### src/hw/i2sf_regs.svh
// Register map, field positions and bus constants of the status-flag block
`ifndef I2SF_REGS_SVH
`define I2SF_REGS_SVH

`define I2SF_ADDR_W        3
`define I2SF_DATA_W        16
`define I2SF_CTRL_W        3
`define I2SF_OWN_W         10
`define I2SF_EVT_W         5

`define I2SF_REG_STATUS    3'h0
`define I2SF_REG_CTRL      3'h1
`define I2SF_REG_OWN       3'h2
`define I2SF_REG_TX        3'h3
`define I2SF_REG_RX        3'h4
`define I2SF_REG_ISTAT     3'h5
`define I2SF_REG_ICLR      3'h6
`define I2SF_REG_IEN       3'h7

`define I2SF_ST_ACK        15
`define I2SF_ST_TXACT      14
`define I2SF_ST_BCL        10
`define I2SF_ST_GC         9
`define I2SF_ST_TEN_BIT_MATCH      8
`define I2SF_ST_WRITE_COLLISION      7
`define I2SF_ST_OV         6
`define I2SF_ST_DA         5
`define I2SF_ST_P          4

`define I2SF_CTRL_MASTER   0
`define I2SF_CTRL_TEN      1
`define I2SF_CTRL_GCEN     2

`define I2SF_CTRL_RST      3'h0
`define I2SF_OWN_RST       10'h000
`define I2SF_CNT_ZERO      4'h0
`define I2SF_CNT_BYTE      4'h8
`define I2SF_CNT_ACK       4'h9
`define I2SF_GC_ADDR       8'h00
`define I2SF_TEN_HDR       5'h1E

`endif

### src/hw/i2sf_pkg.sv
// Types shared by the status-flag block and its helpers
package i2sf_pkg;

   typedef struct packed {
      logic scl;
      logic sda;
   } i2sf_line_t;

   typedef struct packed {
      logic start;
      logic stop;
      logic rise;
      logic fall;
   } i2sf_cond_t;

   typedef struct packed {
      logic stop;
      logic rx_data;
      logic addr_match;
      logic collision;
      logic tx_done;
   } i2sf_evt_t;

   typedef enum logic [4:0] {
      ST_IDLE  = 5'b00001,
      ST_ADDR  = 5'b00010,
      ST_ADDR2 = 5'b00100,
      ST_DATA  = 5'b01000,
      ST_SKIP  = 5'b10000
   } i2sf_state_t;

endpackage : i2sf_pkg

### src/hw/i2sf_status.sv
// Two-wire bus status-flag block: bus tracking, flags and register port
//
// Summary of operation
// - Master transmit: capture slave ACK/NACK into ack_result
// - master_tx_active spans eight bits plus acknowledge
// - Status bits 13 to 11 read zero
// - Collision during master operation sets bus_collision
// - General call match sets flag, Stop clears
// - Second 10-bit address byte match sets flag
// - Transmit write while busy fails, sets write_collision
// - Byte arriving on full buffer sets overflow
// - Address match clears, data byte sets data flag
// - Stop sets, Start or Repeated Start clears
//
// Added by the designer: strobed register access and the placing of the registers.
`timescale 1ns/1ps
`include "i2sf_regs.svh"
module i2sf_status
   import i2sf_pkg::*;
#(
   parameter int SYNC_STAGES = 2
)
(
   input  wire logic                     core_clk_i,  // Core clock, 25 MHz
   input  wire logic                     rst_i,       // Async reset
   input  wire logic                     scl_i,       // Bus clock pin level
   input  wire logic                     sda_i,       // Bus data pin level
   output logic                          sda_o,       // Data drive value
   output logic                          sda_oe_o,    // Data drive enable
   input  wire logic [`I2SF_ADDR_W-1:0]  reg_addr_i,  // Register index
   input  wire logic [`I2SF_DATA_W-1:0]  reg_wdata_i, // Write data
   input  wire logic                     reg_wr_i,    // Write strobe
   input  wire logic                     reg_rd_i,    // Read strobe
   output logic      [`I2SF_DATA_W-1:0]  reg_rdata_o, // Read data, next cycle
   output logic                          irq_o        // Level interrupt
);
   generate
      if (SYNC_STAGES < 2)
      begin : g_bad
         $error("i2sf_status needs at least two sync stages");
      end
   endgenerate

   i2sf_line_t  pin_raw;
   i2sf_line_t  pin_s;
   i2sf_cond_t  cnd;
   i2sf_state_t state_ff;
   i2sf_evt_t   evt;

   logic [`I2SF_CTRL_W-1:0] ctrl_ff;
   logic [`I2SF_OWN_W-1:0]  own_ff;
   logic [3:0]              cnt_ff;
   logic [7:0]              rx_sh_ff;
   logic [7:0]              rx_buf_ff;
   logic                    rx_full_ff;
   logic [7:0]              tx_sh_ff;
   logic                    tx_act_ff;
   logic                    ack_ff;
   logic                    bcl_ff;
   logic                    gc_ff;
   logic                    ten_bit_match_ff;
   logic                    write_collision_ff;
   logic                    ov_ff;
   logic                    da_ff;
   logic                    p_ff;
   logic                    oe_ff;
   logic [`I2SF_EVT_W-1:0]  istat_ff;
   logic [`I2SF_EVT_W-1:0]  ien_ff;
   logic [`I2SF_DATA_W-1:0] rdata_ff;
   logic [`I2SF_DATA_W-1:0] status_vec;

   logic wr_status;
   logic wr_tx;
   logic tx_go;
   logic rd_rx;
   logic byte_done;
   logic ack_end;
   logic is_master;
   logic gc_hit;
   logic m7_hit;
   logic hdr_hit;
   logic m10_hit;
   logic addr_hit;
   logic data_hit;
   logic do_ack;
   logic collide;
   logic frame_edge;

   assign pin_raw = '{scl: scl_i, sda: sda_i};

   i2sf_sync #(
      .W      (2),
      .STAGES (SYNC_STAGES)
   ) u_sync (
      .core_clk_i (core_clk_i),
      .rst_i      (rst_i),
      .async_i    (pin_raw),
      .sync_o     (pin_s)
   );

   i2sf_cond u_cond (
      .core_clk_i (core_clk_i),
      .rst_i      (rst_i),
      .line_i     (pin_s),
      .cond_o     (cnd)
   );

   assign wr_status  = reg_wr_i && (reg_addr_i == `I2SF_REG_STATUS);
   assign wr_tx      = reg_wr_i && (reg_addr_i == `I2SF_REG_TX);
   assign rd_rx      = reg_rd_i && (reg_addr_i == `I2SF_REG_RX);
   assign is_master  = ctrl_ff[`I2SF_CTRL_MASTER];
   // Slave transmit is not served here, so a write outside master is dropped
   assign tx_go      = wr_tx && !tx_act_ff && is_master;
   assign frame_edge = cnd.start || cnd.stop;
   assign byte_done  = cnd.fall && (cnt_ff == `I2SF_CNT_BYTE);
   assign ack_end    = cnd.fall && (cnt_ff == `I2SF_CNT_ACK);

   // Our own released one is read back low: someone else owns the wire
   assign collide = cnd.rise && tx_act_ff && !oe_ff && !pin_s.sda
                    && (cnt_ff < `I2SF_CNT_BYTE);

   // Address decoding; bytes we send ourselves are never parsed as slave
   assign gc_hit   = (state_ff == ST_ADDR) && !is_master
                     && ctrl_ff[`I2SF_CTRL_GCEN]
                     && (rx_sh_ff == `I2SF_GC_ADDR);
   assign m7_hit   = (state_ff == ST_ADDR) && !is_master
                     && !ctrl_ff[`I2SF_CTRL_TEN]
                     && (rx_sh_ff[7:1] == own_ff[6:0]);
   assign hdr_hit  = (state_ff == ST_ADDR) && !is_master
                     && ctrl_ff[`I2SF_CTRL_TEN]
                     && (rx_sh_ff[7:3] == `I2SF_TEN_HDR)
                     && (rx_sh_ff[2:1] == own_ff[9:8]);
   assign m10_hit  = (state_ff == ST_ADDR2) && (rx_sh_ff == own_ff[7:0]);
   assign addr_hit = gc_hit || m7_hit || hdr_hit || m10_hit;
   assign data_hit = (state_ff == ST_DATA);
   // Overflowing byte is refused with a NACK so the master can retry
   assign do_ack   = addr_hit || (data_hit && !rx_full_ff);

   always_ff @(posedge core_clk_i or posedge rst_i)
   begin
      if (rst_i)
         cnt_ff <= `I2SF_CNT_ZERO;
      else if (frame_edge)
         cnt_ff <= `I2SF_CNT_ZERO;
      else if (cnd.rise && cnt_ff < `I2SF_CNT_ACK)
         cnt_ff <= cnt_ff + 4'h1;
      else if (ack_end)
         cnt_ff <= `I2SF_CNT_ZERO;
   end

   always_ff @(posedge core_clk_i or posedge rst_i)
   begin
      if (rst_i)
         rx_sh_ff <= 8'h00;
      else if (cnd.rise && cnt_ff < `I2SF_CNT_BYTE)
         rx_sh_ff <= {rx_sh_ff[6:0], pin_s.sda};
   end

   always_ff @(posedge core_clk_i or posedge rst_i)
   begin
      if (rst_i)
         state_ff <= ST_IDLE;
      else if (cnd.start)
         state_ff <= ST_ADDR;
      else if (cnd.stop)
         state_ff <= ST_IDLE;
      else if (byte_done)
      begin
         unique case (state_ff)
            ST_ADDR:
               if (gc_hit || (m7_hit && !rx_sh_ff[0]))
                  state_ff <= ST_DATA;
               else if (hdr_hit && !rx_sh_ff[0])
                  state_ff <= ST_ADDR2;
               else
                  state_ff <= ST_SKIP;
            ST_ADDR2:
               state_ff <= m10_hit ? ST_DATA : ST_SKIP;
            ST_IDLE, ST_DATA, ST_SKIP:
               state_ff <= state_ff;
         endcase
      end
   end

   // Receive buffer and overflow
   always_ff @(posedge core_clk_i or posedge rst_i)
   begin
      if (rst_i)
      begin
         rx_buf_ff  <= 8'h00;
         rx_full_ff <= 1'b0;
      end
      else if (byte_done && data_hit && !rx_full_ff)
      begin
         rx_buf_ff  <= rx_sh_ff;
         rx_full_ff <= 1'b1;
      end
      else if (rd_rx)
         rx_full_ff <= 1'b0;
   end

   always_ff @(posedge core_clk_i or posedge rst_i)
   begin
      if (rst_i)
         ov_ff <= 1'b0;
      else if (byte_done && data_hit && rx_full_ff)
         ov_ff <= 1'b1;
      else if (wr_status && !reg_wdata_i[`I2SF_ST_OV])
         ov_ff <= 1'b0;
   end

   always_ff @(posedge core_clk_i or posedge rst_i)
   begin
      if (rst_i)
         write_collision_ff <= 1'b0;
      else if (wr_tx && tx_act_ff)
         write_collision_ff <= 1'b1;
      else if (wr_status && !reg_wdata_i[`I2SF_ST_WRITE_COLLISION])
         write_collision_ff <= 1'b0;
   end

   // Master transmit: shift register and progress
   always_ff @(posedge core_clk_i or posedge rst_i)
   begin
      if (rst_i)
      begin
         tx_sh_ff  <= 8'h00;
         tx_act_ff <= 1'b0;
      end
      else if (tx_go)
      begin
         tx_sh_ff  <= reg_wdata_i[7:0];
         tx_act_ff <= 1'b1;
      end
      else if (frame_edge || collide || ack_end)
         tx_act_ff <= 1'b0;
      else if (cnd.fall && tx_act_ff && cnt_ff < `I2SF_CNT_BYTE)
         tx_sh_ff  <= {tx_sh_ff[6:0], 1'b0};
   end

   always_ff @(posedge core_clk_i or posedge rst_i)
   begin
      if (rst_i)
         ack_ff <= 1'b0;
      else if (cnd.rise && tx_act_ff && cnt_ff == `I2SF_CNT_BYTE)
         ack_ff <= pin_s.sda;
   end

   always_ff @(posedge core_clk_i or posedge rst_i)
   begin
      if (rst_i)
         bcl_ff <= 1'b0;
      else if (collide)
         bcl_ff <= 1'b1;
      else if (wr_status && !reg_wdata_i[`I2SF_ST_BCL])
         bcl_ff <= 1'b0;
   end

   // Data line drive: master bits, then our acknowledge as slave
   always_ff @(posedge core_clk_i or posedge rst_i)
   begin
      if (rst_i)
         oe_ff <= 1'b0;
      else if (tx_go)
         oe_ff <= !reg_wdata_i[7];
      else if (frame_edge || collide || ack_end)
         oe_ff <= 1'b0;
      else if (byte_done)
         oe_ff <= !tx_act_ff && do_ack;
      else if (cnd.fall && tx_act_ff && cnt_ff < `I2SF_CNT_BYTE)
         oe_ff <= !tx_sh_ff[6];
   end

   // Address and condition flags
   always_ff @(posedge core_clk_i or posedge rst_i)
   begin
      if (rst_i)
      begin
         gc_ff    <= 1'b0;
         ten_bit_match_ff <= 1'b0;
      end
      else if (cnd.stop)
      begin
         gc_ff    <= 1'b0;
         ten_bit_match_ff <= 1'b0;
      end
      else if (byte_done)
      begin
         if (gc_hit)
            gc_ff <= 1'b1;
         if (m10_hit)
            ten_bit_match_ff <= 1'b1;
      end
   end

   always_ff @(posedge core_clk_i or posedge rst_i)
   begin
      if (rst_i)
         da_ff <= 1'b0;
      else if (byte_done && addr_hit)
         da_ff <= 1'b0;
      else if (byte_done && data_hit)
         da_ff <= 1'b1;
   end

   always_ff @(posedge core_clk_i or posedge rst_i)
   begin
      if (rst_i)
         p_ff <= 1'b0;
      else if (cnd.stop)
         p_ff <= 1'b1;
      else if (cnd.start)
         p_ff <= 1'b0;
   end

   always_comb
   begin
      status_vec                 = '0;
      status_vec[`I2SF_ST_ACK]   = ack_ff;
      status_vec[`I2SF_ST_TXACT] = tx_act_ff;
      status_vec[`I2SF_ST_BCL]   = bcl_ff;
      status_vec[`I2SF_ST_GC]    = gc_ff;
      status_vec[`I2SF_ST_TEN_BIT_MATCH] = ten_bit_match_ff;
      status_vec[`I2SF_ST_WRITE_COLLISION] = write_collision_ff;
      status_vec[`I2SF_ST_OV]    = ov_ff;
      status_vec[`I2SF_ST_DA]    = da_ff;
      status_vec[`I2SF_ST_P]     = p_ff;
   end

   // Configuration registers
   always_ff @(posedge core_clk_i or posedge rst_i)
   begin
      if (rst_i)
      begin
         ctrl_ff <= `I2SF_CTRL_RST;
         own_ff  <= `I2SF_OWN_RST;
      end
      else if (reg_wr_i && reg_addr_i == `I2SF_REG_CTRL)
         ctrl_ff <= reg_wdata_i[`I2SF_CTRL_W-1:0];
      else if (reg_wr_i && reg_addr_i == `I2SF_REG_OWN)
         own_ff  <= reg_wdata_i[`I2SF_OWN_W-1:0];
   end

   // Interrupt events; a new event beats a clear in the same cycle
   always_comb
   begin
      evt.stop       = cnd.stop;
      evt.rx_data    = byte_done && data_hit;
      evt.addr_match = byte_done && addr_hit;
      evt.collision  = collide;
      evt.tx_done    = ack_end && tx_act_ff;
   end

   always_ff @(posedge core_clk_i or posedge rst_i)
   begin
      if (rst_i)
         istat_ff <= '0;
      else if (reg_wr_i && reg_addr_i == `I2SF_REG_ICLR)
         istat_ff <= (istat_ff & ~reg_wdata_i[`I2SF_EVT_W-1:0]) | evt;
      else
         istat_ff <= istat_ff | evt;
   end

   always_ff @(posedge core_clk_i or posedge rst_i)
   begin
      if (rst_i)
         ien_ff <= '0;
      else if (reg_wr_i && reg_addr_i == `I2SF_REG_IEN)
         ien_ff <= reg_wdata_i[`I2SF_EVT_W-1:0];
   end

   // Read data stands for exactly the cycle after the strobe
   always_ff @(posedge core_clk_i or posedge rst_i)
   begin
      if (rst_i)
         rdata_ff <= '0;
      else if (!reg_rd_i)
         rdata_ff <= '0;
      else
      begin
         unique case (reg_addr_i)
            `I2SF_REG_STATUS: rdata_ff <= status_vec;
            `I2SF_REG_CTRL:   rdata_ff <= {13'h0000, ctrl_ff};
            `I2SF_REG_OWN:    rdata_ff <= {6'h00, own_ff};
            `I2SF_REG_RX:     rdata_ff <= {8'h00, rx_buf_ff};
            `I2SF_REG_ISTAT:  rdata_ff <= {11'h000, istat_ff};
            `I2SF_REG_IEN:    rdata_ff <= {11'h000, ien_ff};
            default:          rdata_ff <= '0;
         endcase
      end
   end

   assign reg_rdata_o = rdata_ff;
   assign irq_o       = |(istat_ff & ien_ff);
   assign sda_o       = 1'b0;
   assign sda_oe_o    = oe_ff;
endmodule : i2sf_status

### src/hw/i2sf_sync.sv
// Multi-stage synchroniser for asynchronous pin inputs
`timescale 1ns/1ps
module i2sf_sync
#(
   parameter int W      = 2,
   parameter int STAGES = 2
)
(
   input  wire logic         core_clk_i, // Core clock
   input  wire logic         rst_i,      // Async reset, active high
   input  wire logic [W-1:0] async_i,    // Raw pin levels
   output logic      [W-1:0] sync_o      // Synchronised levels
);
   generate
      if (STAGES < 2 || W < 1)
      begin : g_bad
         $error("i2sf_sync needs at least two stages");
      end
   endgenerate

   genvar b;
   generate
      for (b = 0; b < W; b++)
      begin : g_bit
         logic [STAGES-1:0] chain_ff;
         always_ff @(posedge core_clk_i or posedge rst_i)
         begin
            if (rst_i)
               chain_ff <= '1;
            else
               chain_ff <= {chain_ff[STAGES-2:0], async_i[b]};
         end
         assign sync_o[b] = chain_ff[STAGES-1];
      end
   endgenerate
endmodule : i2sf_sync

### src/hw/i2sf_cond.sv
// Edge and Start/Stop detector on synchronised bus lines
`timescale 1ns/1ps
module i2sf_cond
   import i2sf_pkg::*;
(
   input  wire logic       core_clk_i, // Core clock
   input  wire logic       rst_i,      // Async reset, active high
   input  wire i2sf_line_t line_i,     // Synchronised clock and data
   output i2sf_cond_t      cond_o      // One-cycle bus events
);
   i2sf_line_t prev_ff;

   // Idle bus is high on both wires, so no event fires after reset
   always_ff @(posedge core_clk_i or posedge rst_i)
   begin
      if (rst_i)
         prev_ff <= '{scl: 1'b1, sda: 1'b1};
      else
         prev_ff <= line_i;
   end

   always_comb
   begin
      cond_o.rise  = line_i.scl & ~prev_ff.scl;
      cond_o.fall  = ~line_i.scl & prev_ff.scl;
      cond_o.start = line_i.scl & prev_ff.scl & prev_ff.sda & ~line_i.sda;
      cond_o.stop  = line_i.scl & prev_ff.scl & ~prev_ff.sda & line_i.sda;
   end
endmodule : i2sf_cond

### config.mk
export PLATFORM = sky130hd
export DESIGN_NAME = i2sf_status
export DESIGN_NICKNAME = d
export VERILOG_FILES = /design/src/hw/i2sf_pkg.sv /design/src/hw/i2sf_status.sv /design/src/hw/i2sf_sync.sv /design/src/hw/i2sf_cond.sv
export VERILOG_INCLUDE_DIRS = /design/src /design/src/hw
export SDC_FILE = /design/constraint.sdc
export NUM_CORES = 1
export LEC_CHECK = 0
export BUFFER_PORTS_ARGS = -buffer_cell sky130_fd_sc_hd__buf_2
export CAP_MARGIN = 40
export CORE_UTILIZATION = 63
export CTS_CLUSTER_SIZE = 14
export DETAILED_ROUTE_END_ITERATION = 8
export PLACE_DENSITY_LB_ADDON = 0.15
export SLEW_MARGIN = 20
export SYNTH_ARGS = -nofsm -noshare
export SYNTH_HDL_FRONTEND = slang
export SYNTH_SLANG_ARGS = --single-unit
### constraint.sdc
create_clock -name core_clk_i -period 5.1 [get_ports core_clk_i]
set_clock_uncertainty 0.15 [all_clocks]
set_input_delay 0.765 -clock core_clk_i [delete_from_list [all_inputs] [get_ports core_clk_i]]
set_output_delay 0.765 -clock core_clk_i [all_outputs]
set_load 0.03 [all_outputs]
; ---- Word level (Yosys, flattened, before mapping)
; Index checks and enable logic that the tools add are counted.
[totals]
ff_bits = 88
latchBits = 0
ram_bits = 0
mem_bits_ro = 0
out_inout_bits = 19
word_cells = 189
memories = 0
[classes]
add_sub_neg = 1
n_mul = 0
div = 0
magnitude_cmp = 2
n_eq_ne = 20
shift = 0
n_mux = 40
bitwise_logic = 17
n_reduce_logical = 84
[op_table]
columns = operator, count
row1 = $pmux W16 S6, 1
row2 = $logic_and A1 B1 Y1, 42
row3 = $mux W5, 7
row4 = $mux W1, 24
row5 = $reduce_bool A2 Y1, 11
row6 = $mux W7, 3
row7 = $mux W16, 1
row8 = $eq A3 B3 Y1 const B, 4
row9 = $mux W4, 3
row10 = $logic_not A1 Y1, 11
row11 = $and A5 B5 Y5, 2
row12 = $eq A5 B5 Y1 const B, 2
row13 = $or A5 B5 Y5, 2
row14 = $pmux W5 S2, 1
row15 = $reduce_and A2 Y1, 5
row16 = $eq A4 B4 Y1 const B, 2
row17 = $eq A8 B8 Y1, 1
row18 = $logic_not A8 Y1, 1
row19 = $logic_or A1 B1 Y1, 8
row20 = $lt A4 B4 Y1 const B, 2
row21 = $and A1 B1 Y1, 7
row22 = $eq A7 B7 Y1, 1
row23 = $eq A3 B2 Y1 const B, 2
row24 = $reduce_bool A3 Y1, 2
row25 = 15 further kinds, 19

; ---- Depth between registers and ports, before layout
[logic_depth]
word_depth = 12
depth_mapped = 7
depth_no_buf = 7

; ---- Cells and area by module
; From an unflattened synthesis, not the netlist that was laid out.
[unflattened]
hier_cells = 381
area_unflattened_um2 = 4209.0
[by_module_without_submodules]
columns = mod, instances, cells_per_inst, area_per_inst_um2
row1 = i2sf_status, 1, 367, 3996.3
row2 = i2sf_sync, 1, 7, 123.9
row3 = i2sf_cond, 1, 7, 88.8

; ---- Worst setup path after synthesis
; OpenSTA, ideal clock, no wires.
[synth_path]
kind = input-to-reg
from = input port reg_addr_i[0]
to = register oe_ff (netlist: sda_oe_o)
setup_ns = 0.134
t_arrival_ns = 1.821
required_ns = 4.816
setup_slack_ns = 2.995
stages = 5
n_path_buf = 1
cell_sequence = nor2b_1 -> nand2_1 -> nor3_1 -> buf_2 -> o221ai_2
[synth_via]
elab_chain_len = 5
elab_cells_between_ends = 6
[synth_rtl]
columns = element, line
row1 = from (decl), i2sf_status.sv:30  ; input wire logic [`I2SF_ADDR_W-1:0] reg_addr_i,
row2 = $eq A3 B2 Y1 (no source line) (*), --
row3 = $logic_and A1 B1 Y1 (*), i2sf_status.sv:109  ; assign wr_tx = reg_wr_i && (reg_addr_i == `I2SF_REG_TX);
row4 = $logic_and A1 B1 Y1 (*) (2 in a row), i2sf_status.sv:113  ; assign tx_go = wr_tx && !tx_act_ff && is_master;
row5 = $reduce_bool A4 Y1 (no source line) / $mux W1 (equally long branches), --
row6 = to (signal assigned), i2sf_status.sv:265  ; oe_ff <= !reg_wdata_i[7];
row7 = to (signal assigned), i2sf_status.sv:269  ; oe_ff <= !tx_act_ff && do_ack;
row8 = to (signal assigned), i2sf_status.sv:271  ; oe_ff <= !tx_sh_ff[6];
row9 = to (decl), i2sf_status.sv:66  ; logic oe_ff;
; Every way passes the cells marked *; elsewhere a longest branch is shown, timed or not.
; A chain may end at the register's enable or synchronous reset.

; ---- Worst setup path in the final report
[layout_path]
from = register istat_ff[4]
to = output port irq_o
[layout_via]
elab_chain_len = 2
[layout_rtl]
columns = element, line
row1 = from (decl), i2sf_status.sv:67  ; logic [`I2SF_EVT_W-1:0] istat_ff;
row2 = from (signal assigned), i2sf_status.sv:359  ; istat_ff <= (istat_ff & ~reg_wdata_i[`I2SF_EVT_W-1:0]) | evt;
row3 = from (signal assigned), i2sf_status.sv:361  ; istat_ff <= istat_ff | evt;
row4 = $and A5 B5 Y5, i2sf_status.sv:394  ; assign irq_o = |(istat_ff & ien_ff);
row5 = $reduce_or A5 Y1, i2sf_status.sv:394
row6 = to (decl), i2sf_status.sv:35  ; output logic irq_o
; No other way between the ends.

==> impl_metrics.json <==
{
  "cts_setup_buffers": 0,
  "cts_root_buf": "clkbuf_8",
  "cp-start-kind": "flip-flop",
  "synth_edf_count": 0,
  "slowest_stage": "dfrtp_1",
  "critPathRequiredTime_ns": 4.18,
  "die_w_um": 83.1,
  "areaGrowthSynthToFinish_pct": 10.2,
  "worst_pin_slew_ns": 0.635,
  "drive_above_1_share_pct": 26.8,
  "rows": 29,
  "cp.arrival_ns": 1.39,
  "initial_utilization_pct": 65.2,
  "grt_pass1_wl_um": 14600,
  "cts_sinks": 85,
  "maxSlewViolCount": 0,
  "numCtsBuffers": 9,
  "drt_pass1_iterations": 4,
  "dieArea_um2": 6900,
  "clk_latency_ns": 0.35,
  "routed_wl_um": 8690,
  "cts_max_level": 3,
  "placed_cell_area_um2": 4310,
  "max_slew_margin_pct": 57.3,
  "ant_nets": 0,
  "synth_cell_types": 54,
  "place_hpwl_um": 6160,
  "worstReg2RegEnd": "rx_buf_ff[2]$_DFFE_PP0P_",
  "async_reset_ff_share_pct": 100,
  "pin_count": 44,
  "synth_ff_type": "dfrtp_1",
  "antenna_found_initial": 0,
  "nFillCells": 476,
  "path_max_fanout": 3,
  "path_class": "flip-flop to output pin",
  "fin_ws_ns": 2.79,
  "p_per_area_nw_per_um2": 425,
  "synth_warnings": 0,
  "cp_cell_sequence": "a222oi_1, nand2_1, buf_2",
  "coreArea_um2": 6350,
  "worstHoldPathType": "input port to asynchronous set/reset pin",
  "drv_cap": 0,
  "rrSetupSlack_ns": 2.90,
  "cts_tree": "built",
  "num_antenna_cells": 0,
  "avgViaCountPerCell": 6.08,
  "setup_viol": 0,
  "port_buffers": 34,
  "hold_ws_ns": 0.0956,
  "end_kind": "output pin",
  "final_common_cell": "dfrtp_1",
  "fin_crit_ns": 2.31,
  "cellLeakagePower_nw": 2.04,
  "grt_pass1_vias": 2858,
  "max_stage_delay_ns": 0.43,
  "r2r_start": "u_cond.prev_ff[1]$_DFF_PP1_",
  "syn_area_um2": 4140,
  "nets": 429,
  "mostFrequentLayoutCells": "dfrtp_1, nand2_1, mux2_2, buf_2, o21ai_0",
  "drc": 0,
  "ys_seq_elements": 85,
  "grt_overflow": 0,
  "track_usage_pct": 27.5,
  "ctsHoldBuffers": 0,
  "drt_iter0_drc": 215,
  "final_cell_area_um2": 4560,
  "tns_ns": 0,
  "rr_worst_depth": 4,
  "syn_avg_cell_area_um2": 11.1,
  "rsz0062_at_grt": "no",
  "hold_viol_final": 0,
  "post-place-ws_ns": 2.46,
  "synthCells": 372,
  "gp_congestion": 0.838,
  "stdcell_count": 483,
  "grt_max_degree": 46,
  "placed_cells": 466,
  "routedWlPerCell_um": 18.0,
  "fmax_mhz": 433,
  "clk_pin_slew_ns": 0.09,
  "period_share_pct": 45.2,
  "die_h_um": 83.1,
  "vias": 2937,
  "ir_drop_mv": 0.267,
  "cts_resized": 0,
  "status": "finished, final reports clean",
  "seq_area_frac_synth_pct": 51.6,
  "clock_path_buffers": 2
}
## final cells by class
class	instances	area, um^2	area share [%]
multi-input combinational	263	1870	41.0
clock buffer	11	151	3.32
timing repair buffer	37	205	4.50
sequential	85	2140	46.8
clock inverter	5	82.6	1.81
inverter	5	20.0	0.439
tap	77	96.3	2.11
## state kept, by name (all words and copies together) (netlist names), 2 cells and up
name and count:
cnt_ff 4, state_ff 5, ien_ff 5, u_cond.prev_ff 2
own_ff 10, tx_sh_ff 7, ctrl_ff 3, rx_sh_ff 8
reg_rdata_o 13, rx_buf_ff 8, istat_ff 5, u_sync.g_bit.chain_ff 4
## cells in the mapped netlist (4+ instances only)
cell,number,area (um^2)
xnor2_1,15,131
a211oi_1,5,37.5
nand3_1,11,55.1
a22oi_1,5,37.5
a21o_1,4,30.0
buf_2,10,50.1
and2_1,5,31.3
nor3_1,7,35.0
a21oi_1,9,45.0
nand4_1,4,25.0
dfrtp_1,78,1950
and3_1,6,37.5
buf_4,4,30.0
mux2i_1,13,130
nand2_1,39,146
nor2_1,20,75.1
inv_1,5,18.8
dfstp_2,7,184
clkbuf_1,4,15.0
o21ai_0,21,105
xor2_1,5,43.8
nor4_1,4,25.0
nand3b_1,4,30.0
nor2b_1,6,37.5
mux2_2,39,439
## how the worst max path moves through the flow
stage | from | endpoint | slack, ns | cells after the start
4_1_cts | istat_ff[4]$_DFF_PP0_ | irq_o | 2.79 | 3
3_5_place_dp | reg_addr_i[2] | own_ff[5]$_DFFE_PP0P_ | 2.46 | 4
6_report | istat_ff[4]$_DFF_PP0_ | irq_o | 2.79 | 3
3_3_place_gp | reg_addr_i[2] | own_ff[3]$_DFFE_PP0P_ | 2.53 | 4
2_1_floorplan | rst_i | ack_ff$_DFFE_PP0P_ | 2.00 | 1
5_1_grt | istat_ff[4]$_DFF_PP0_ | irq_o | 2.70 | 3
## power by group
| group | switching, W | internal [W] | total, W |
|---|---|---|---|
| Clock | 0.000244 | 0.000304 | 0.000548 |
| Combinational | 0.000193 | 0.000211 | 0.000405 |
| Sequential | 0.000182 | 0.000806 | 0.000987 |
| Total | 0.000619 | 0.00132 | 0.00194 |
## cell families after synthesis
kind of cell	count (synthesis)	share of synthesized area (%)
fa+ha+maj	3	0.907
compound gates	61	9.79
buf+inv	27	3.54
xor+xnor	20	4.23
simple gates	123	16.1
mux	52	13.8
flops	85	51.6
other cells	1	0.0906
## critical path, delay by kind of cell, from the launching register on
kind,cells,cell delay [ns]
compound gates,1,0.33
simple gates,1,0.09
buf+inv,1,0.19
flops,1,0.43
## stage by stage
step,power (W),util [%]
2_1_floorplan,0.00129,-
3_3_place_gp,0.00138,67.8
3_5_place_dp,0.00140,67.8
4_1_cts,0.00194,71.5
5_1_grt,0.00204,71.8
6_report,0.00194,71.8
## routing by layer
layer	up-vias	track usage, %	wire (um)
li1	1377	-	-
met1	1455	38.8	3820
met2	89	42.8	4140
met3	16	5.27	527
met4	0	9.87	193
met5	-	0	0
Note: power is estimated with default switching activity, not from simulation.
